$ cat src/shared/self_test_map_map.vh
// constants for the reset strap, self test and float mode block
`ifndef SELF_TEST_MAP_MAP_VH
`define SELF_TEST_MAP_MAP_VH

// =====================================================================
// result word layout
`define RES_UROM_BIT 0
`define RES_PLA_BIT 1
`define RES_ARRAY_LSB 2
`define RES_CONST_BIT 6
`define RESULT_PASS 32'h00000000

// =====================================================================
// timing counts
`define BIST_CLOCKS 524288
`define STRAP_HOLD_CLOCKS 2
`define FLOAT_LIMIT_CLOCKS 10

// =====================================================================
// pin synchroniser reset values, reset asserted and the others at their idle levels: {reset, hold strap, flush_n, snoop_n, fan, fault}
`define PIN_SYNC_INIT 6'h2C

// =====================================================================
// constant ROM contents and expected sum
`define CONST_ROM_0 16'h1111
`define CONST_ROM_1 16'h2222
`define CONST_ROM_2 16'h3333
`define CONST_ROM_3 16'h4444
`define CONST_SUM_EXPECT 16'hAAAA

// =====================================================================
// array test pattern
`define ARRAY_PATTERN 8'h5A

`endif

$ cat src/design/self_test_ctrl.v
// reset strap decode, built-in self test sequencer and float test mode
`timescale 1ns/1ps
`include "self_test_map_map.vh"

module self_test_ctrl #(
  parameter BIST_CYCLES = `BIST_CLOCKS,
  parameter CNT_W = 20,
  parameter UROM_AW = 8,
  parameter PLA_IW = 6,
  parameter NUM_ARRAYS = 4,
  parameter ARRAY_AW = 4
)(
  input wire clk,
  input wire reset_n,
  input wire sys_reset,
  input wire address_hold_strap,
  input wire cache_flush_n,
  input wire external_snoop_strobe_n,
  input wire fan_too_slow,
  input wire stuck_fault_inject,
  input wire core_bus_request,
  input wire snoop_tag_hit,
  input wire fan_event_clear,
  output wire bus_cycle_start,
  output wire pin_drive_enable,
  output wire modified_hit_indication_n,
  output wire self_test_busy,
  output wire self_test_done,
  output wire float_mode,
  output wire core_running,
  output wire fan_slow_event,
  output wire [31:0] accumulator_result_register
);

  localparam ST_RESET = 8'h01;
  localparam ST_NORMAL = 8'h02;
  localparam ST_UROM = 8'h04;
  localparam ST_PLA = 8'h08;
  localparam ST_ARRAY = 8'h10;
  localparam ST_CONST = 8'h20;
  localparam ST_WAIT = 8'h40;
  localparam ST_FLOAT = 8'h80;
  localparam [31:0] BIST_LAST_FULL = BIST_CYCLES - 1;
  localparam [CNT_W-1:0] BIST_LAST = BIST_LAST_FULL[CNT_W-1:0];

  // =====================================================================
  // pin synchronisers
  reg [5:0] pin_s1_r;
  reg [5:0] pin_s2_r;
  wire [5:0] pin_raw = {sys_reset, address_hold_strap, cache_flush_n, external_snoop_strobe_n,
    fan_too_slow, stuck_fault_inject};

  always @(posedge clk or negedge reset_n)
  begin
    if (!reset_n)
    begin
      pin_s1_r <= `PIN_SYNC_INIT;
      pin_s2_r <= `PIN_SYNC_INIT;
    end
    else
    begin
      pin_s1_r <= pin_raw;
      pin_s2_r <= pin_s1_r;
    end
  end

  wire rst_s = pin_s2_r[5];
  wire strap_hold_s = pin_s2_r[4];
  wire flush_n_s = pin_s2_r[3];
  wire snoop_n_s = pin_s2_r[2];
  wire fan_s = pin_s2_r[1];
  wire fault_s = pin_s2_r[0];

  // =====================================================================
  // strap capture on the clock before reset falls
  reg rst_prev_r;
  reg strap_hold_prev_r;
  reg flush_n_prev_r;
  wire rst_fall = rst_prev_r & ~rst_s;

  always @(posedge clk or negedge reset_n)
  begin
    if (!reset_n)
    begin
      rst_prev_r <= 1'b1;
      strap_hold_prev_r <= 1'b0;
      flush_n_prev_r <= 1'b1;
    end
    else
    begin
      rst_prev_r <= rst_s;
      strap_hold_prev_r <= strap_hold_s;
      flush_n_prev_r <= flush_n_s;
    end
  end

  // =====================================================================
  // main sequencer
  reg [7:0] state_r;
  reg [7:0] state_nxt;
  reg [CNT_W-1:0] bist_cnt_r;
  reg [UROM_AW-1:0] urom_addr_r;
  reg [PLA_IW-1:0] pla_in_r;
  reg [1:0] const_idx_r;
  reg [15:0] const_sum_r;
  reg arr_start_r;
  reg [6:0] fail_r;
  wire [NUM_ARRAYS-1:0] arr_finished;
  wire [NUM_ARRAYS-1:0] arr_fail;
  wire arrays_done = (&arr_finished) & ~arr_start_r;

  always @*
  begin
    state_nxt = state_r;
    if (rst_s)
      state_nxt = ST_RESET;
    else
    begin
      case (state_r)
        ST_RESET:
        begin
          if (rst_fall && !flush_n_prev_r)
            state_nxt = ST_FLOAT;
          else if (rst_fall && strap_hold_prev_r)
            state_nxt = ST_UROM;
          else if (rst_fall)
            state_nxt = ST_NORMAL;
        end
        ST_UROM:
          if (&urom_addr_r)
            state_nxt = ST_PLA;
        ST_PLA:
          if (&pla_in_r)
            state_nxt = ST_ARRAY;
        ST_ARRAY:
          if (arrays_done)
            state_nxt = ST_CONST;
        ST_CONST:
          if (&const_idx_r)
            state_nxt = ST_WAIT;
        ST_WAIT:
          if (bist_cnt_r >= BIST_LAST)
            state_nxt = ST_NORMAL;
        ST_FLOAT, ST_NORMAL:
          state_nxt = state_r;
        default:
          state_nxt = ST_RESET;
      endcase
    end
  end

  // =====================================================================
  // microcode ROM and PLA models
  function urom_bad;
    input [UROM_AW-1:0] a;
    reg [UROM_AW-1:0] data;
    reg par;
    begin
      data = a ^ {a[0], a[UROM_AW-1:1]};
      par = ^data;
      urom_bad = ^{data, par};
    end
  endfunction

  function pla_bad;
    input [PLA_IW-1:0] x;
    reg t;
    reg t_n;
    begin
      t = (x[0] & x[1]) | (x[2] & ~x[3]) | (x[PLA_IW-1] & x[4]);
      t_n = ~((x[0] & x[1]) | (x[2] & ~x[3]) | (x[PLA_IW-1] & x[4]));
      pla_bad = (t == t_n);
    end
  endfunction

  function [15:0] const_rom;
    input [1:0] i;
    begin
      case (i)
        2'h0: const_rom = `CONST_ROM_0;
        2'h1: const_rom = `CONST_ROM_1;
        2'h2: const_rom = `CONST_ROM_2;
        default: const_rom = `CONST_ROM_3;
      endcase
    end
  endfunction

  wire [15:0] const_sum_nxt = const_sum_r + const_rom(const_idx_r);

  // =====================================================================
  // test counters and failure accumulation
  always @(posedge clk or negedge reset_n)
  begin
    if (!reset_n)
    begin
      state_r <= ST_RESET;
      bist_cnt_r <= {CNT_W{1'b0}};
      urom_addr_r <= {UROM_AW{1'b0}};
      pla_in_r <= {PLA_IW{1'b0}};
      const_idx_r <= 2'h0;
      const_sum_r <= 16'h0000;
      arr_start_r <= 1'b0;
      fail_r <= 7'h00;
    end
    else
    begin
      state_r <= state_nxt;
      arr_start_r <= (state_r == ST_PLA) && (state_nxt == ST_ARRAY);
      if (rst_fall)
      begin
        bist_cnt_r <= {CNT_W{1'b0}};
        urom_addr_r <= {UROM_AW{1'b0}};
        pla_in_r <= {PLA_IW{1'b0}};
        const_idx_r <= 2'h0;
        const_sum_r <= 16'h0000;
        fail_r <= 7'h00;
      end
      else
      begin
        if (state_r == ST_UROM || state_r == ST_PLA || state_r == ST_ARRAY ||
            state_r == ST_CONST || state_r == ST_WAIT)
        begin
          bist_cnt_r <= bist_cnt_r + 1'b1;
        end
        if (state_r == ST_UROM)
        begin
          urom_addr_r <= urom_addr_r + 1'b1;
          if (urom_bad(urom_addr_r))
          begin
            fail_r[`RES_UROM_BIT] <= 1'b1;
          end
        end
        if (state_r == ST_PLA)
        begin
          pla_in_r <= pla_in_r + 1'b1;
          if (pla_bad(pla_in_r))
          begin
            fail_r[`RES_PLA_BIT] <= 1'b1;
          end
        end
        if (state_r == ST_ARRAY && arrays_done)
        begin
          fail_r[`RES_ARRAY_LSB +: NUM_ARRAYS] <= arr_fail;
        end
        if (state_r == ST_CONST)
        begin
          const_idx_r <= const_idx_r + 1'b1;
          const_sum_r <= const_sum_nxt;
          if ((&const_idx_r) && const_sum_nxt != `CONST_SUM_EXPECT)
          begin
            fail_r[`RES_CONST_BIT] <= 1'b1;
          end
        end
      end
    end
  end

  // =====================================================================
  // array testers, one per cache, TLB and branch target array
  genvar gi;
  generate
    for (gi = 0; gi < NUM_ARRAYS; gi = gi + 1)
    begin : g_arr
      array_march #(
        .ADDR_W(ARRAY_AW),
        .DATA_W(8),
        .PATTERN(`ARRAY_PATTERN)
      ) u_march (
        .clk(clk),
        .reset_n(reset_n),
        .start(arr_start_r),
        .fault_inject(fault_s),
        .finished_r(arr_finished[gi]),
        .fail_r(arr_fail[gi])
      );
    end
  endgenerate

  // =====================================================================
  // registered outputs
  reg bus_cycle_start_r;
  reg pin_drive_enable_r;
  reg mod_hit_n_r;
  reg busy_r;
  reg done_r;
  reg float_r;
  reg running_r;
  reg fan_event_r;
  reg [31:0] result_r;
  wire testing_nxt = (state_nxt == ST_UROM) || (state_nxt == ST_PLA) || (state_nxt == ST_ARRAY) ||
    (state_nxt == ST_CONST) || (state_nxt == ST_WAIT);
  wire normal_nxt = (state_nxt == ST_NORMAL);

  always @(posedge clk or negedge reset_n)
  begin
    if (!reset_n)
    begin
      bus_cycle_start_r <= 1'b0;
      pin_drive_enable_r <= 1'b1;
      mod_hit_n_r <= 1'b1;
      busy_r <= 1'b0;
      done_r <= 1'b0;
      float_r <= 1'b0;
      running_r <= 1'b0;
      fan_event_r <= 1'b0;
      result_r <= `RESULT_PASS;
    end
    else
    begin
      bus_cycle_start_r <= core_bus_request & normal_nxt;
      pin_drive_enable_r <= (state_nxt != ST_FLOAT);
      float_r <= (state_nxt == ST_FLOAT);
      mod_hit_n_r <= ~(normal_nxt & ~snoop_n_s & snoop_tag_hit);
      busy_r <= testing_nxt;
      running_r <= normal_nxt;
      done_r <= (state_r == ST_WAIT) && normal_nxt;
      if (rst_fall)
        result_r <= `RESULT_PASS;
      else if ((state_r == ST_WAIT) && normal_nxt)
        result_r <= {25'h0000000, fail_r};
      if (state_r != ST_FLOAT && fan_s)
        fan_event_r <= 1'b1;
      else if (fan_event_clear)
        fan_event_r <= 1'b0;
    end
  end

  assign bus_cycle_start = bus_cycle_start_r;
  assign pin_drive_enable = pin_drive_enable_r;
  assign modified_hit_indication_n = mod_hit_n_r;
  assign self_test_busy = busy_r;
  assign self_test_done = done_r;
  assign float_mode = float_r;
  assign core_running = running_r;
  assign fan_slow_event = fan_event_r;
  assign accumulator_result_register = result_r;

endmodule

$ cat src/design/array_march.v
// two-pass pattern and complement test of one on-chip array
`timescale 1ns/1ps
`include "self_test_map_map.vh"

module array_march #(
  parameter ADDR_W = 4,
  parameter DATA_W = 8,
  parameter [DATA_W-1:0] PATTERN = `ARRAY_PATTERN
)(
  input wire clk,
  input wire reset_n,
  input wire start,
  input wire fault_inject,
  output reg finished_r,
  output reg fail_r
);

  reg [DATA_W-1:0] mem [0:(1<<ADDR_W)-1];
  reg [ADDR_W-1:0] addr_r;
  reg pass_r;
  reg reading_r;
  reg running_r;
  wire [DATA_W-1:0] pat = pass_r ? ~PATTERN : PATTERN;
  wire [DATA_W-1:0] rd_data = mem[addr_r] ^ {{(DATA_W-1){1'b0}}, fault_inject};
  wire last_addr = &addr_r;

  // =====================================================================
  // array storage
  always @(posedge clk)
  begin
    if (running_r && !reading_r)
    begin
      mem[addr_r] <= pat;
    end
  end

  // =====================================================================
  // pass sequencing and compare
  always @(posedge clk or negedge reset_n)
  begin
    if (!reset_n)
    begin
      addr_r <= {ADDR_W{1'b0}};
      pass_r <= 1'b0;
      reading_r <= 1'b0;
      running_r <= 1'b0;
      finished_r <= 1'b0;
      fail_r <= 1'b0;
    end
    else if (start)
    begin
      addr_r <= {ADDR_W{1'b0}};
      pass_r <= 1'b0;
      reading_r <= 1'b0;
      running_r <= 1'b1;
      finished_r <= 1'b0;
      fail_r <= 1'b0;
    end
    else if (running_r)
    begin
      addr_r <= addr_r + 1'b1;
      if (reading_r && rd_data != pat)
      begin
        fail_r <= 1'b1;
      end
      if (last_addr)
      begin
        reading_r <= ~reading_r;
        if (reading_r)
        begin
          if (pass_r)
          begin
            running_r <= 1'b0;
            finished_r <= 1'b1;
          end
          pass_r <= 1'b1;
        end
      end
    end
  end

endmodule

$ cat config.mk
export PLATFORM = sky130hd
export DESIGN_NAME = self_test_ctrl
export DESIGN_NICKNAME = d
export VERILOG_FILES = /design/src/design/self_test_ctrl.v /design/src/design/array_march.v
export VERILOG_INCLUDE_DIRS = /design/src /design/src/shared
export SDC_FILE = /design/constraint.sdc
export NUM_CORES = 1
export LEC_CHECK = 0
export BUFFER_PORTS_ARGS = -buffer_cell sky130_fd_sc_hd__buf_4
export CAP_MARGIN = 5
export CORE_UTILIZATION = 40
export CTS_BUF_LIST = sky130_fd_sc_hd__clkbuf_16
export CTS_CLUSTER_SIZE = 12
export DETAILED_ROUTE_END_ITERATION = 8
export GPL_ROUTABILITY_DRIVEN = 0
export PLACE_DENSITY = 0.6
export SLEW_MARGIN = 10
export SYNTH_ARGS = -nofsm -noshare
export SYNTH_HDL_FRONTEND = slang
export SYNTH_SLANG_ARGS = --single-unit
$ cat constraint.sdc
create_clock -name clk -period 3.6 [get_ports clk]
set_clock_uncertainty 0.05 [all_clocks]
set_input_delay 0 -clock clk [delete_from_list [all_inputs] [get_ports clk]]
set_output_delay 0 -clock clk [all_outputs]
set_load 0.02 [all_outputs]
==> impl_metrics.csv <==
group,metric,value,unit
power,seqPwrFrac,52.3,%
finish,layout.nets,1063,
status,status,"finished, final reports clean",
floorplan,start_util,41.17,%
floorplan,pin_count,51,
worst_setup_path,crit_arrival,3.60,ns
power,leakage,5.597,nW
synthesis,synth_area_leaders,"edfxtp_1 (31%), dfrtp_1 (25%), mux4_2 (7.3%), ha_1 (4.1%), nor2_1 (4.0%)",
routing,drt-initial-drc-count,471,
worst_setup_path,cp_max_fo,4,
worst_setup_path,r2r_setup_slack,0.37,ns
floorplan,die_x,177.6,um
clock_tree,tritoncts,"built",
timing,period_minus_slack,3.232,ns
timing,fin_tns_setup,0,ns
placement,post-dp-hpwl,15.12,mm
placement,portBuffers,25,
finish,area_growth,12.20,%
worst_setup_path,cp-end-kind,"flop",
floorplan,rows,63,
worst_setup_path,critPathLaunchType,"flop",
routing,drc,0,
global_route,grt_pass1_vias,7410,
synthesis,yosysMostFrequentCell,"nor2_1",
finish,insertedDiodeCount,0,
synthesis,synth_top_family_by_area,"simple AND/OR/NAND/NOR gates",
finish,final_area,0.01383,mm^2
timing,maxSlewViolCount,0,
timing,setup_violations,0,
synthesis,avgSynthCellArea,12.54,um^2
timing,relSlewSlack,53.65,%
synthesis,synth-seq-cells,262,
power,switching_share,21.19,%
global_route,grt_use_met2,25.49,%
worst_setup_path,critPathKind,"flop to flop",
synthesis,synthMuxAreaShare,8.615,%
routing,routedWlPerCell,16.47,um
timing,rsz0062_at_grt,"false",
synthesis,synthesis.instances,983,
floorplan,core,0.02995,mm^2
clock_tree,htreeDepth,1,
global_route,grt_pass1_wl,38.84,mm
worst_setup_path,path_buf_inv,2,
finish,drive_gt1_share,14.12,%
hold_path,hp-class,"primary input to flop",
synthesis,synth_common_cells,"nor2_1 (131), edfxtp_1 (128), dfrtp_1 (123)",
placement,placed_cell_area,0.01278,mm^2
clock_tree,cts_max_path_buffers,3,
global_route,grt.overflow.total,0,
timing,min_period_over_period,89.78,%
floorplan,dieArea,0.03153,mm^2
timing,hold_violations,0,
power,clockPowerShare,45.4,%
routing,vias,7369,
floorplan,die_y,177.6,um
synthesis,synthArstFlopShare,51.15,%
worst_setup_path,cpPeakStageDelay,0.39,ns
run,maxCapViolations,0,
synthesis,synth_ff_type,"edfxtp_1",
global_route,antenna_found_initial,0,
routing,wl,23.45,mm
routing,vias_per_cell,5.175,
finish,finalNonFillerCells,1424,
synthesis,synth_top_area_share,31.17,%
global_route,grt_busiest_layer,"met2",
global_route,grt_max_degree,58,
power,combPwrFrac,2.2,%
worst_setup_path,crit_required,3.96,ns
synthesis,synth_compound_area_share,5.246,%
synthesis,synth-xor-area-share,3.765,%
routing,ant_nets,0,
power,power.density,435.4,mW/mm^2
clock_tree,cts_root_buf,"clkbuf_16",
timing,fmax,0.3094,GHz
synthesis,seq_area_frac_synth,58.48,%
clock_tree,clkLatencyLatePin,0.55,ns
clock_tree,cts_buffers,29,
timing,worstMarginPinSlew,0.6952,ns
power,p_int,4.747,mW
synthesis,synthSimpleGateAreaFrac,15.65,%
synthesis,synth_fa_ha_area_share,4.221,%
worst_setup_path,critPathTopFamily,"compound AO/OA/AOI/OAI gates",
global_route,grt_util_met3,2.763,%
synthesis,ys_warn_count,0,
synthesis,synth_edf_count,128,
power,irDropWorstVdd,417.4,uV
global_route,grtUsageMet1,21.14,%
power,p_sw,1.277,mW
clock_tree,cts.sinks,262,
placement,dp_cells,1358,
synthesis,yosysTopAreaCell,"edfxtp_1",
worst_setup_path,path_cells,"inv_1, ha_1, nor2_1, nor2_4, ha_1, inv_1, fa_1, xnor2_1, nor3_1, nand4_1, a2111oi_2, nand4_1, a2111oi_4, a31oi_1",
clock_tree,path_clk_slew,0.06,ns
synthesis,ys_types,65,
routing,firstDrtPassIters,4,
synthesis,syn_area,0.01233,mm^2
global_route,grt_usage,15.43,%
worst_setup_path,critical_path.slowest_cell,"fa_1",
registers in the layout, indices dropped and copies added, names as in the netlist, 7 cells and up:
signal                       flops
accumulator_result_register      7
const_sum_r                     16
bist_cnt_r                      20
g_arr.u_march.addr_r            16
urom_addr_r                      8
fail_r                           7
state_r                          8
g_arr.u_march.mem              128
power by group through the flow:
stage	Clock, mW	Sequential, mW	Combinational [mW]
after floorplan	0	3.21	0.0843
after global placement	0	3.21	0.122
after detailed placement	0	3.21	0.123
after CTS	2.82	3.15	0.139
after global routing	2.92	3.15	0.152
final	2.74	3.15	0.135
cell usage in the layout (no fill, tap or decap), types with 8 or more instances in the layout:
cell type and instances:
mux2i_1 15, dlygate4sd3_1 11, dfstp_2 11, mux4_2 40
o21ai_0 18, clkbuf_16 30, inv_1 33, nor3_1 10
a21oi_1 41, conb_1 25, nand2b_1 8, nor4b_1 10
edfxtp_1 128, nand4_1 18, a21o_1 8, and3_1 14
and2_1 43, or3_1 12, xor2_1 34, clkinv_1 8
xnor2_1 19, nor2_1 130, buf_4 33, nand2_1 63
nand4b_1 8, dfrtp_1 123, ha_1 40, nand3_1 20
logic make-up (layout without fill, tap and decap cells):
| family | Yosys count | in the layout |
|---|---|---|
| xor+xnor | 53 | 53 |
| mux | 56 | 56 |
| fa+ha+maj | 41 | 41 |
| simple gates | 368 | 368 |
| flops | 262 | 262 |
| other cells | 1 | 25 |
| buf+inv | 100 | 127 |
| compound gates | 102 | 102 |
worst paths after layout:
check	start	endpoint	cells after the start
setup reg to reg	const_idx_r[0]	fail_r[6]	14
min in group asynchronous	reset_n	g_arr[1].u_march.addr_r[0]	3
hold / removal	stuck_fault_inject	pin_s1_r[0]	2
hold reg to reg	pin_s2_r[4]	strap_hold_prev_r	0
setup / recovery	const_idx_r[0]	fail_r[6]	14
max in group asynchronous	reset_n	pin_s2_r[5]	4
cell type report:
class / count / area [um^2]
clock buffers: 30 / 750.7
clock inverters: 24 / 130.1
fillers: 2738 / 16120
inverters: 27 / 101.3
multi-input cells: 645 / 4757
flip-flops and latches: 262 / 7211
well taps: 390 / 488.0
repair buffers: 46 / 396.6
worst reg2reg max path: stages, from the launching register on:
cell and delay (ns):
dfrtp_1 0.38, inv_1 0.11, ha_1 0.16, nor2_1 0.06
nor2_4 0.15, ha_1 0.23, inv_1 0.07, fa_1 0.39
xnor2_1 0.15, nor3_1 0.19, nand4_1 0.15, a2111oi_2 0.35
nand4_1 0.20, a2111oi_4 0.35, a31oi_1 0.12
repair_timing:
action / 4_1_cts / 5_1_grt
hold buffers: 12 / 0
hold endpoints to repair: 71 / 0
setup endpoints to repair: 0 / 1
gates resized for setup: 0 / 7
buffers inserted: 0 / 0
layer usage:
metal	vias to the layer above	share of wire (%)
li1	3555	-
met5	-	0
met2	137	48
met3	32	4.2
met1	3645	46
met4	0	1.8
metrics by stage:
stage	worst slack (ns)	utilization [%]	hold WS (ns)	power [mW]
2_1_floorplan	0.5853	-	-0.3456	3.293
3_3_place_gp	0.2203	42.68	-0.01612	3.333
3_5_place_dp	0.1207	42.68	-0.01172	3.334
4_1_cts	0.07470	46.08	0.02560	6.112
5_1_grt	0.04885	46.19	0.04329	6.229
6_report	0.3679	46.19	0.05359	6.024
(Power assumes the default switching activity.)
